--- config.mk ---
export PLATFORM = sky130hd
export DESIGN_NAME = priority_interrupt_controller
export DESIGN_NICKNAME = d
export VERILOG_FILES = /design/src/logic/pic_pkg.sv /design/src/logic/ext_trigger_detect.sv /design/src/logic/priority_interrupt_controller.sv
export VERILOG_INCLUDE_DIRS = /design/src /design/src/logic
export SDC_FILE = /design/constraint.sdc
export NUM_CORES = 1
export LEC_CHECK = 0
export BUFFER_PORTS_ARGS = -buffer_cell sky130_fd_sc_hd__buf_2
export CAP_MARGIN = 10
export CELL_PAD_IN_SITES_DETAIL_PLACEMENT = 0
export CELL_PAD_IN_SITES_GLOBAL_PLACEMENT = 2
export CORE_AREA = 4 4 111 113
export CTS_BUF_LIST = sky130_fd_sc_hd__clkbuf_16
export CTS_CLUSTER_SIZE = 16
export DETAILED_ROUTE_END_ITERATION = 10
export DIE_AREA = 0 0 115 117
export GPL_TIMING_DRIVEN = 0
export PLACE_DENSITY = 0.78
export SLEW_MARGIN = 25
export SYNTH_ARGS = -nofsm -noshare
export SYNTH_HDL_FRONTEND = slang
export SYNTH_HIERARCHICAL = 1
export SYNTH_SLANG_ARGS = --single-unit
--- constraint.sdc ---
create_clock -name ref_clk -period 2.1 [get_ports ref_clk]
set_input_delay 0.42 -clock ref_clk [delete_from_list [all_inputs] [get_ports ref_clk]]
set_output_delay 0.42 -clock ref_clk [all_outputs]
set_load 0.005 [all_outputs]
--- src/logic/pic_cfg.svh ---
// constants for the two-level priority interrupt controller
`ifndef PIC_CFG_SVH
`define PIC_CFG_SVH

// ----------------------------------------------------------------
// register byte offsets
// ----------------------------------------------------------------
`define OFS_ENABLE 4'h0
`define OFS_PRIORITY 4'h4
`define OFS_TIMER_CONTROL 4'h8
`define OFS_STATUS 4'hC

// ----------------------------------------------------------------
// field positions
// ----------------------------------------------------------------
`define EN_GLOBAL_BIT 7
`define TC_EXT0_TRIG_BIT 0
`define TC_EXT0_FLAG_BIT 1
`define TC_EXT1_TRIG_BIT 2
`define TC_EXT1_FLAG_BIT 3
`define TC_TIMER0_FLAG_BIT 5
`define TC_TIMER1_FLAG_BIT 7

// ----------------------------------------------------------------
// reset values
// ----------------------------------------------------------------
`define ENABLE_RESET 8'h00
`define PRIORITY_RESET 6'h00
`define TRIGGER_RESET 2'h0

// ----------------------------------------------------------------
// vectors, in polling order
// ----------------------------------------------------------------
`define VEC_EXT0 16'h0003
`define VEC_TIMER0 16'h000B
`define VEC_EXT1 16'h0013
`define VEC_TIMER1 16'h001B
`define VEC_SERIAL 16'h0023
`define VEC_TIMER2 16'h002B

// ----------------------------------------------------------------
// timing, in machine cycles
// ----------------------------------------------------------------
`define CALL_CYCLES 2

`endif

--- src/logic/pic_pkg.sv ---
// types for the two-level priority interrupt controller
package pic_pkg;

    typedef enum logic [1:0] {
        CALL_IDLE,
        CALL_PUSH,
        CALL_LOAD
    } call_state_t;

    typedef struct packed {
        logic pin_q;
        logic flag;
    } detect_state_t;

    typedef struct packed {
        logic [7:0] enable;
        logic [5:0] level_select;
        logic [1:0] trigger;
        logic timer0_flag;
        logic timer1_flag;
        logic [5:0] sample;
        logic in_prog_hi;
        logic in_prog_lo;
        call_state_t call;
        logic [15:0] vector;
        logic pop_pc;
        logic bus_wr;
        logic [3:0] bus_addr;
        logic [31:0] rdata;
    } pic_state_t;

endpackage

--- src/logic/ext_trigger_detect.sv ---
// external pin level or falling-edge detector with its request flag
`timescale 1ns/1ns

module ext_trigger_detect (
    input wire logic ref_clk,
    input wire logic rst,
    input wire logic pin,
    input wire logic trigger_select,
    input wire logic flag_set,
    input wire logic flag_clear,
    output logic request_flag
);
    import pic_pkg::*;

    detect_state_t state;
    detect_state_t next_state;

    always_comb begin
        next_state = state;
        next_state.pin_q = pin;
        if (!trigger_select) begin
            // level mode: the source owns the flag, inverted pin each cycle
            next_state.flag = ~pin | flag_set; // [RULE10] [RULE13]
        end else if ((state.pin_q && !pin) || flag_set) begin
            // set wins over a clear landing in the same cycle
            next_state.flag = 1'b1; // [RULE10] [RULE13]
        end else if (flag_clear) begin
            next_state.flag = 1'b0;
        end
    end

    always_ff @(posedge ref_clk or posedge rst) begin
        if (rst) begin
            state <= '{pin_q: 1'b1, flag: 1'b0};
        end else begin
            state <= next_state;
        end
    end

    assign request_flag = state.flag;

endmodule

--- src/logic/priority_interrupt_controller.sv ---
// two-level priority interrupt controller with an AHB-Lite register slave
// Function
// RULE1: same level resolved by fixed polling order
// RULE2: sample flags each cycle, poll next cycle
// RULE3: block call on level, unfinished, return_from_interrupt/register
// RULE4: one more instruction after return_from_interrupt or register
// RULE5: blocked requests are not remembered
// RULE6: call pushes pc, loads fixed source vector
// RULE7: clear only timer and edge external flags
// RULE8: return_from_interrupt ends level, then pops pc
// RULE9: plain return pops pc, keeps level
// RULE10: trigger select picks low level or fall
// RULE11: source holds pin levels one cycle
// RULE12: level source releases before routine ends
// RULE13: pins inverted and latched every cycle
// RULE14: call takes two cycles, three before service
// RULE15: lone request answered within three to nine
// RULE16: high preempts low, never the reverse
// RULE17: per-source enable, level select, global enable
// RULE18: serial and timer2 requests are ORed flags
// RULE19: one in-progress flag per level
//
// Register access over AHB-Lite and the address map are this design's own decisions.
`timescale 1ns/1ns
`include "pic_cfg.svh"

module priority_interrupt_controller (
    input wire logic ref_clk,
    input wire logic rst,
    // ahb-lite slave
    input wire logic hsel,
    input wire logic [31:0] haddr,
    input wire logic [1:0] htrans,
    input wire logic hwrite,
    input wire logic [2:0] hsize,
    input wire logic [31:0] hwdata,
    input wire logic hready,
    output logic hreadyout,
    output logic [31:0] hrdata,
    output logic hresp,
    // external pins
    input wire logic ext0_pin,
    input wire logic ext1_pin,
    // peripheral request sources
    input wire logic timer0_overflow,
    input wire logic timer1_overflow,
    input wire logic receive_done_flag,
    input wire logic transmit_done_flag,
    input wire logic timer2_overflow_flag,
    input wire logic timer2_external_flag,
    // cpu sequencer
    input wire logic instr_last_cycle,
    input wire logic instr_is_return_from_interrupt,
    input wire logic instr_touches_regs,
    input wire logic return_from_interrupt_done,
    input wire logic ret_done,
    output logic call_push_pc,
    output logic call_load_pc,
    output logic [15:0] call_vector,
    output logic pop_pc,
    output logic [1:0] level_in_progress
);
    import pic_pkg::*;

    pic_state_t state;
    pic_state_t next_state;

    logic ext0_request_flag;
    logic ext1_request_flag;
    logic [1:0] ext_set;
    logic [1:0] ext_clear;
    logic [1:0] ext_pins;
    logic [1:0] ext_flags;
    logic [5:0] raw_req;
    logic [5:0] enabled;
    logic [5:0] hi_req;
    logic [5:0] lo_req;
    logic blocked;
    logic ack;
    logic ack_hi;
    logic [2:0] ack_src;
    logic wr_tc;
    logic bus_take;

    // ----------------------------------------------------------------
    // external pin detectors
    // ----------------------------------------------------------------
    assign ext_pins = {ext1_pin, ext0_pin};

    genvar gi;
    generate
        for (gi = 0; gi < 2; gi++) begin : g_ext
            ext_trigger_detect u_detect (
                .ref_clk(ref_clk),
                .rst(rst),
                .pin(ext_pins[gi]),
                .trigger_select(state.trigger[gi]),
                .flag_set(ext_set[gi]),
                .flag_clear(ext_clear[gi]),
                .request_flag(ext_flags[gi])
            );
        end
    endgenerate

    assign ext0_request_flag = ext_flags[0];
    assign ext1_request_flag = ext_flags[1];

    // ----------------------------------------------------------------
    // helpers
    // ----------------------------------------------------------------
    function automatic logic [15:0] vector_of(input logic [2:0] src);
        logic [15:0] v;
        v = `VEC_EXT0;
        case (src)
            3'h0: v = `VEC_EXT0;
            3'h1: v = `VEC_TIMER0;
            3'h2: v = `VEC_EXT1;
            3'h3: v = `VEC_TIMER1;
            3'h4: v = `VEC_SERIAL;
            3'h5: v = `VEC_TIMER2;
            default: v = `VEC_EXT0;
        endcase
        return v;
    endfunction

    // lowest index wins: ext0, timer0, ext1, timer1, serial, timer2
    function automatic logic [2:0] first_set(input logic [5:0] req);
        logic [2:0] idx;
        idx = 3'h0;
        for (int i = 5; i >= 0; i--) begin
            if (req[i]) begin
                idx = 3'(i);
            end
        end
        return idx;
    endfunction

    // ----------------------------------------------------------------
    // next state
    // ----------------------------------------------------------------
    always_comb begin
        next_state = state;
        next_state.pop_pc = 1'b0;

        // raw request lines in polling order
        raw_req = {timer2_overflow_flag | timer2_external_flag, // [RULE18]
                   receive_done_flag | transmit_done_flag, // [RULE18]
                   state.timer1_flag,
                   ext1_request_flag,
                   state.timer0_flag,
                   ext0_request_flag};
        // evaluation only ever sees last cycle's snapshot
        next_state.sample = raw_req; // [RULE2]

        enabled = state.sample & state.enable[5:0]
                  & {6{state.enable[`EN_GLOBAL_BIT]}}; // [RULE17]
        hi_req = enabled & state.level_select; // [RULE17]
        lo_req = enabled & ~state.level_select;

        // register access and return_from_interrupt push the call past
        // the next whole instruction
        blocked = !instr_last_cycle || instr_is_return_from_interrupt || instr_touches_regs
                  || state.call != CALL_IDLE; // [RULE3] [RULE4]

        // high level beats low; high in progress blocks all; low in
        // progress blocks only low
        ack_hi = 1'b0;
        ack = 1'b0;
        ack_src = 3'h0;
        if (!blocked && !state.in_prog_hi && |hi_req) begin // [RULE16] [RULE19]
            ack = 1'b1;
            ack_hi = 1'b1;
            ack_src = first_set(hi_req); // [RULE1]
        end else if (!blocked && !state.in_prog_hi && !state.in_prog_lo
                     && |lo_req) begin // [RULE16] [RULE19] [RULE3]
            ack = 1'b1;
            ack_src = first_set(lo_req); // [RULE1]
        end
        // nothing is held over: a blocked request is re-polled from the
        // fresh snapshot only [RULE5]

        // bus address phase
        bus_take = hsel && htrans[1] && hready;
        next_state.bus_wr = bus_take && hwrite && hsize == 3'b010;
        next_state.bus_addr = haddr[3:0];
        if (bus_take && !hwrite) begin
            if (haddr[3:0] == `OFS_ENABLE) begin
                next_state.rdata = {24'h000000, state.enable};
            end else if (haddr[3:0] == `OFS_PRIORITY) begin
                next_state.rdata = {26'h0, state.level_select};
            end else if (haddr[3:0] == `OFS_TIMER_CONTROL) begin
                next_state.rdata = {24'h000000, state.timer1_flag, 1'b0,
                                    state.timer0_flag, 1'b0,
                                    ext1_request_flag, state.trigger[1],
                                    ext0_request_flag, state.trigger[0]};
            end else if (haddr[3:0] == `OFS_STATUS) begin
                next_state.rdata = {16'h0000, 2'h0, state.sample, 6'h00,
                                    state.in_prog_lo, state.in_prog_hi};
            end else begin
                next_state.rdata = 32'h00000000;
            end
        end

        // bus data phase writes
        wr_tc = state.bus_wr && state.bus_addr == `OFS_TIMER_CONTROL;
        if (state.bus_wr && state.bus_addr == `OFS_ENABLE) begin
            next_state.enable = hwdata[7:0]; // [RULE17]
        end
        if (state.bus_wr && state.bus_addr == `OFS_PRIORITY) begin
            next_state.level_select = hwdata[5:0]; // [RULE17]
        end
        if (wr_tc) begin
            next_state.trigger = {hwdata[`TC_EXT1_TRIG_BIT],
                                  hwdata[`TC_EXT0_TRIG_BIT]};
        end

        // external flags: software sets, or clears in edge mode only; an edge-mode ack clears
        ext_set = {wr_tc && hwdata[`TC_EXT1_FLAG_BIT],
                   wr_tc && hwdata[`TC_EXT0_FLAG_BIT]};
        ext_clear[0] = (wr_tc && !hwdata[`TC_EXT0_FLAG_BIT])
                       || (ack && ack_src == 3'h0 && state.trigger[0]); // [RULE7]
        ext_clear[1] = (wr_tc && !hwdata[`TC_EXT1_FLAG_BIT])
                       || (ack && ack_src == 3'h2 && state.trigger[1]); // [RULE7]

        // timer flags: overflow wins over any clear in the same cycle
        if (timer0_overflow || (wr_tc && hwdata[`TC_TIMER0_FLAG_BIT])) begin
            next_state.timer0_flag = 1'b1;
        end else if (wr_tc || (ack && ack_src == 3'h1)) begin
            next_state.timer0_flag = 1'b0; // [RULE7]
        end
        if (timer1_overflow || (wr_tc && hwdata[`TC_TIMER1_FLAG_BIT])) begin
            next_state.timer1_flag = 1'b1;
        end else if (wr_tc || (ack && ack_src == 3'h3)) begin
            next_state.timer1_flag = 1'b0; // [RULE7]
        end
        // serial and timer2 flags are never touched here [RULE7]

        // hardware call sequencer: push cycle, then load cycle
        case (state.call)
            CALL_IDLE: begin
                if (ack) begin
                    next_state.call = CALL_PUSH; // [RULE14] [RULE15]
                    next_state.vector = vector_of(ack_src); // [RULE6]
                    if (ack_hi) begin
                        next_state.in_prog_hi = 1'b1; // [RULE19]
                    end else begin
                        next_state.in_prog_lo = 1'b1; // [RULE19]
                    end
                end
            end
            CALL_PUSH: begin
                next_state.call = CALL_LOAD; // [RULE14]
            end
            CALL_LOAD: begin
                next_state.call = CALL_IDLE;
            end
            default: begin
                next_state.call = CALL_IDLE;
            end
        endcase

        // returns: return_from_interrupt ends the innermost level, plain return does not
        if (return_from_interrupt_done) begin
            if (state.in_prog_hi) begin
                next_state.in_prog_hi = 1'b0; // [RULE8]
            end else begin
                next_state.in_prog_lo = 1'b0; // [RULE8]
            end
            next_state.pop_pc = 1'b1; // [RULE8]
        end else if (ret_done) begin
            next_state.pop_pc = 1'b1; // [RULE9]
        end
    end

    // ----------------------------------------------------------------
    // state register
    // ----------------------------------------------------------------
    always_ff @(posedge ref_clk or posedge rst) begin
        if (rst) begin
            state <= '{enable: `ENABLE_RESET,
                       level_select: `PRIORITY_RESET,
                       trigger: `TRIGGER_RESET,
                       timer0_flag: 1'b0,
                       timer1_flag: 1'b0,
                       sample: 6'h00,
                       in_prog_hi: 1'b0,
                       in_prog_lo: 1'b0,
                       call: CALL_IDLE,
                       vector: 16'h0000,
                       pop_pc: 1'b0,
                       bus_wr: 1'b0,
                       bus_addr: 4'h0,
                       rdata: 32'h00000000};
        end else begin
            state <= next_state;
        end
    end

    // ----------------------------------------------------------------
    // outputs
    // ----------------------------------------------------------------
    // zero wait states: every access completes in its first data cycle
    assign hreadyout = 1'b1;
    assign hresp = 1'b0;
    assign hrdata = state.rdata;
    assign call_push_pc = state.call == CALL_PUSH; // [RULE6]
    assign call_load_pc = state.call == CALL_LOAD; // [RULE6]
    assign call_vector = state.vector;
    assign pop_pc = state.pop_pc;
    assign level_in_progress = {state.in_prog_hi, state.in_prog_lo};

endmodule

## Word level (Yosys, flattened, before mapping)

Cells that the tools add are included.
W data, S select, Z words.

| storage, ports and cells | value |
|---|---|
| input bits | 87 |
| memories | 0 |
| word-level logic and storage cells | 143 |
| bits in writable memories | 0 |
| output and inout port bits | 55 |
| memory bits (read-only) | 0 |
| register bits | 86 |
| latch bits | 0 |

| cells by class | value |
|---|---|
| divide/modulo/power cells | 0 |
| multiply operators | 0 |
| reductions and logical operators | 56 |
| equality and inequality tests | 16 |
| add/sub/neg operators | 0 |
| bitwise logic cells | 11 |
| magnitude comparators | 0 |
| shift operators | 0 |
| muxes and demuxes | 42 |

Operators by type and width:

| operator | number |
|---|---|
| $mux W14 | 4 |
| $mux W3 | 14 |
| $pmux W6 S5 | 1 |
| $logic_and A1 B1 Y1 | 26 |
| $and A6 B6 Y6 | 4 |
| $mux W20 | 1 |
| $mux W1 | 19 |
| $eq A4 B4 Y1 const B | 3 |
| $reduce_or A6 Y1 | 2 |
| $logic_or A1 B1 Y1 | 11 |
| $eq A3 B2 Y1 const B | 3 |
| $logic_not A1 Y1 | 9 |
| $eq A4 B3 Y1 const B | 2 |
| $logic_not A4 Y1 | 2 |
| $eq A3 B3 Y1 const B | 2 |
| $ne A3 B1 Y1 const B | 2 |
| $not A6 Y6 | 1 |
| $reduce_bool A2 Y1 | 3 |
| $mux W2 | 2 |
| $or A1 B1 Y1 | 4 |
| $pmux W2 S2 | 1 |
| $eq A3 B1 Y1 const B | 1 |
| $logic_not A3 Y1 | 1 |
| $eq A2 B1 Y1 const B | 1 |
| 5 further kinds | 6 |

## Longest topological paths before layout

| logic depth | value |
|---|---|
| word-level depth | 18 |
| gate-level depth with buffers | 7 |
| depth with buffers taken out | 6 |

## Cells and area by module

Netlist, hierarchy kept.

By module, submodules not included:

| module | instances | sequential area each (µm²) | cells an instance | area an instance (µm²) |
|---|---|---|---|---|
| priority_interrupt_controller | 1 | 1301.2 | 261 | 2854.0 |
| ext_trigger_detect | 2 | 51.3 | 7 | 83.8 |

## Worst setup path before layout

No wires, ideal clock.

| path | value |
|---|---|
| path kind | input -> register |
| from | in instr_touches_regs |
| to | reg g_ext[1].u_detect.state, in the netlist g_ext[1].u_detect/request_flag |
| data arrival time | 1.695 ns |
| slack | 0.276 ns |
| required time | 1.971 ns |
| stages on the path | 7 |
| path buffers | 1 |
| path through | nor4b_4 > nand2_1 > or2_0 > buf_2 > or3b_1 > o22ai_2 > o221ai_2 |

| between the ends | value |
|---|---|
| longest elaborated chain between the ends | 13 |
| elaborated cells between the ends (all ways) | 16 |
| classes of those cells | 2 x eq/ne; 4 x mux; 10 x reduce/logical |

RTL lines:

| item | line | source |
|---|---|---|
| start: declaration | priority_interrupt_controller.sv:54 | `input wire logic instr_touches_regs,` |
| $logic_or A1 B1 Y1 (*) | priority_interrupt_controller.sv:162 | `blocked = !instr_last_cycle \|\| instr_is_return_from_interrupt \|\| instr_touches_regs` |
| $logic_or A1 B1 Y1 (*) | priority_interrupt_controller.sv:163 | `\|\| state.call != CALL_IDLE;` |
| $logic_not A1 Y1 (*) | priority_interrupt_controller.sv:170, priority_interrupt_controller.sv:174 |  |
| $logic_and A1 B1 Y1 (*) | priority_interrupt_controller.sv:170, priority_interrupt_controller.sv:174 |  |
| $logic_and A1 B1 Y1 | priority_interrupt_controller.sv:174 | `end else if (!blocked && !state.in_prog_hi && !state.in_prog_lo` |
| $logic_and A1 B1 Y1 | priority_interrupt_controller.sv:175 | `&& \|lo_req) begin` |
| $mux W3 | priority_interrupt_controller.sv:174 |  |
| $mux W3 | priority_interrupt_controller.sv:170 | `if (!blocked && !state.in_prog_hi && \|hi_req) begin` |
| $eq A3 B2 Y1 | priority_interrupt_controller.sv:223 | `\|\| (ack && ack_src == 3'h2 && state.trigger[1]);` |
| $logic_and A1 B1 Y1 (*) (2 in series) | priority_interrupt_controller.sv:223 |  |
| $logic_or A1 B1 Y1 (*) | priority_interrupt_controller.sv:222 | `` ext_clear[1] = (wr_tc && !hwdata[`TC_EXT1_FLAG_BIT]) `` |
| net ext_clear[1] | priority_interrupt_controller.sv:71 | `logic [1:0] ext_clear;` |
| $ne A3 B1 Y1 (no line) (*) | - |  |
| end signal: assignment | ext_trigger_detect.sv:34 | `state <= '{pin_q: 1'b1, flag: 1'b0};` |
| end signal: assignment | ext_trigger_detect.sv:36 | `state <= next_state;` |
| end: declaration | ext_trigger_detect.sv:15 | `detect_state_t state;` |

Mark *: on every way through the listed nets, which the timed path passes. The rest lies on a longest branch.
A chain may end at the register's enable or synchronous reset.

## Final worst setup path

| path | value |
|---|---|
| from | reg state[81] in the netlist's numbering |
| to | reg g_ext[1].u_detect.state, in the netlist g_ext[1].u_detect/request_flag |

| between the ends | value |
|---|---|
| longest elaborated chain between the ends | 15 |
| elaborated cells between the ends (all ways) | 28 |
| classes of those cells | 2 x eq/ne; 16 x mux; 3 x bitwise; 7 x reduce/logical |

RTL lines:

| item | line | source |
|---|---|---|
| start: declaration | priority_interrupt_controller.sv:65 | `pic_state_t state;` |
| start signal: assignment | priority_interrupt_controller.sv:280 | `` state <= '{enable: `ENABLE_RESET, `` |
| start signal: assignment | priority_interrupt_controller.sv:295 | `state <= next_state;` |
| $and A6 B6 Y6 (*) | priority_interrupt_controller.sv:155 | `enabled = state.sample & state.enable[5:0]` |
| $and A6 B6 Y6 | priority_interrupt_controller.sv:158 | `lo_req = enabled & ~state.level_select;` |
| $mux W3 (6 in series) | priority_interrupt_controller.sv:131 | `if (req[i]) begin` |
| $mux W3 | priority_interrupt_controller.sv:174 |  |
| $mux W3 | priority_interrupt_controller.sv:170 |  |
| $eq A3 B2 Y1 | priority_interrupt_controller.sv:223 |  |
| $logic_and A1 B1 Y1 (*) (2 in series) | priority_interrupt_controller.sv:223 |  |
| $logic_or A1 B1 Y1 (*) | priority_interrupt_controller.sv:222 |  |
| net ext_clear[1] | priority_interrupt_controller.sv:71 |  |
| $ne A3 B1 Y1 (no line) (*) | - |  |

Marked as above.

==> results.md <==
* Status: completed
* Cell Pwr Density at roughly 600 nW/µm²
* Sequential share of power at 0.523
* Commonest non-fill, non-tap cells in the layout: buf_2 (60), buf_4 (56), dfrtp_1 (53)
* Slew at the pin closest to its max-slew limit at roughly 0.76 ns
* Final setup fails at 0
* Port Buf Inserts at 57
* Fin. max-slew vios at 0
* Final Hold Fails at 0
* Multi-input logic area at between 1000 and 1500 µm²
* CP max stage cell: dfrtp_2
* DRT iter0 DRCs at approximately 130
* CTS buffer count at 5
* Internal power at 1.69 mW
* Crit path DAT at 2.14 ns
* Net Switching at between 0.5 and 0.6 mW
* Antenna-violating nets left at 0
* Setup Skew at approximately 0.0070 ns
* Clock slew at reported path FFs at around 0.07 ns
* Most common cell after layout, fill and taps aside: buf_2
* Die area at approximately 13000 µm²
* Initial Util at 0.267
* Crit path cell chain: and4_1, nand2b_4, or2_0, buf_2, or3b_1, o22ai_2, o221ai_2
* Fin Setup TNS at 0 ns
* Worst hold slack at about 0.0094 ns
* Worst Setup End Kind: flop
* Max FO, Critical Path at 8
* Clk sink count at 56
* Vias at ~2200
* Max cap viols at 0
* Fin crit period at just under 2 ns
* HP Class: in2async
* WL per Instance at between 10 and 15 µm
* Flip-flop and latch count after synthesis at 56
* RePlAce Congestion at roughly 0.78
* Crit path launch type: flop
* Comb pwr share at 0.116
* Dominant cells by area after synthesis: dfrtp_1 (45%), buf_4 (13%), mux2_2 (6.0%)
* Synth Instances at 275
* Register area share after synthesis at 0.465
* Required time of the worst setup path at around 2.3 ns
* # H-tree levels at 2
* Clk_lat worst skew at just under 0.3 ns
* Antenna Cells at 0
* Avg Inst Size Synth at 11.0 µm²
* Worst r2r src: state[81]$_DFFE_PP0P_
* Design area at between 3000 and 4000 µm²
* Slew HR at 0.491
* Dpl hpwl at 5680 µm
* Hold buffer count at CTS at 0
* # placed instances at between 500 and 600
* Final WL at roughly 7300 µm
* Placed cell area at 3600 µm²
* Yosys warns at 6
* Cell variety after synth at 56
* Vias in the first global route at 2237
* GRT Util Overall at 0.108
* Initial antenna violation count at 0
* Sw frac at 0.233
* DR DRC count at 0
* Die Width at between 100 and 150 µm
* I/O pin cnt at about 140
* Core Area at between 10000 and 15000 µm²
* Clk root buf: clkbuf_16
* Critical path class: reg2reg
* Reg area at 1410 µm²
* Clock Power Share at 0.361
* Share of post-route cells with drive strength above 1 at 0.440
* Post-synth EDFFs at 0
* Final std cells w/o fill at 516
* Largest net degree at the start of global routing at 53
* First-pass GRT wire length at between 10000 and 15000 µm
* Synth top area share at 0.447
* VDD IR max at ~0.3 mV
* Number of vias per cell at around 4.3
* Setup crit start: state[81]$_DFFE_PP0P_
* 1st-pass router iterations at 4
* Layout area overhead at 25.3%
* Fmax at around 510 MHz
* Clock buffer depth at 2
* CP max stage delay at ~0.46 ns
* GRT overflow at 0
* Cell Area, Synth at about 3000 µm²
* Async SR Flop Fraction at 1.00
* Synth area leader: dfrtp_1
* Most used DFF post-synth: dfrtp_1
* CTS tree: done
* Lkg Pwr at between 1.5 and 2 nW
* Final Cycle Share at 0.940
* DIE HEIGHT at roughly 120 µm
* Fin nets at 460
* Filler cells at approximately 1200
* Site row count at 39
==> cell usage after synthesis (4+ instances only) <==
cell type  instances
nand2_1           22
nor2b_1            6
mux2_2            16
clkbuf_1           4
nor2_1             8
nand4_2            4
a21oi_1            6
mux2i_1            5
nand4b_1           5
o21ai_0           10
a22o_1             8
or2_2              5
dfrtp_1           54
nor3b_2            4
buf_4             52
nand4_1            4
inv_1              7
==> final timing paths <==
check / cells after the start / slack [ns] / endpoint
worst max-delay path: 7 / 0.13 / g_ext[1].u_detect/request_flag$_DFFE_PP0P_
worst min-delay path: 2 / 0.009 / g_ext[0].u_detect/request_flag$_DFFE_PP0P_
worst max register to register: 7 / 0.13 / g_ext[1].u_detect/request_flag$_DFFE_PP0P_
worst min register to register: 0 / 0.41 / state[58]$_DFF_PP0_
max in group asynchronous: 2 / 1.39 / state[81]$_DFFE_PP0P_
min in group ref_clk: 1 / 0.25 / g_ext[1].u_detect/state[1]$_DFF_PP1_
==> metal layers <==
metal / vias up / global-route usage / share of wire
met2: 64 / 0.172 / 0.46
met5: - / 0 / 0
met4: 0 / 0.0305 / 0.012
met3: 8 / 0.0195 / 0.052
li1: 1099 / - / -
met1: 1040 / 0.151 / 0.48
==> sequential cells by signal, summed over array words and instances (netlist names) <==
| name | cells |
|---|---|
| state | 29 |
| call_vector | 4 |
| g_ext.u_detect/state | 2 |
| hrdata | 14 |
| level_in_progress | 2 |
| g_ext.u_detect/request_flag | 2 |
| next_state | 2 |
| pop_pc | 1 |
==> repair_timing <==
item,CTS,global route
resized for setup,0,3
hold endpoints to repair,0,0
setup buffers,0,4
setup endpoints to repair,0,2
==> logic make-up after synthesis <==
family,Yosys count,synth area share
and+or+nand+nor,83,0.183
muxes,21,0.0762
other,2,0.00249
buffers and inverters,66,0.150
DFF,56,0.465
AOI/OAI and AO/OA,47,0.123
==> power by group through the flow <==
stage / Combinational (mW) / Sequential (mW) / Clock, mW
floorplan: 0.174 / 1.17 / 0
global placement: 0.254 / 1.18 / 0
detailed placement: 0.258 / 1.18 / 0
CTS: 0.259 / 1.16 / 0.808
global route: 0.290 / 1.16 / 0.851
finish: 0.256 / 1.16 / 0.797
==> worst max-delay path: cells and delay by family (launching register included) <==
kind,cells,cell delay [ns]
AND/OR/NAND/NOR,4,1.01
flip-flops,1,0.46
AO/OA/AOI/OAI,2,0.22
buffers and inverters,1,0.16
==> area by class of cell <==
class,instances,area share
inverter,7,0.00760
timing repair buffer,62,0.0846
clock buffer,5,0.0330
buffer,59,0.113
clock inverter,2,0.00231
tap,143,0.0473
sequential,56,0.371
multi-input combinational,182,0.341
==> per-stage QoR <==
step	worst slack, ns	util	power (mW)
4_1_cts	0.0602	0.330	2.22
3_5_place_dp	0.0246	0.318	1.44
6_report	0.127	0.334	2.21
2_1_floorplan	0.276	-	1.34
3_3_place_gp	-0.281	0.318	1.43
5_1_grt	-0.0119	0.334	2.30
No activity file was read; power rests on OpenSTA's default activity.
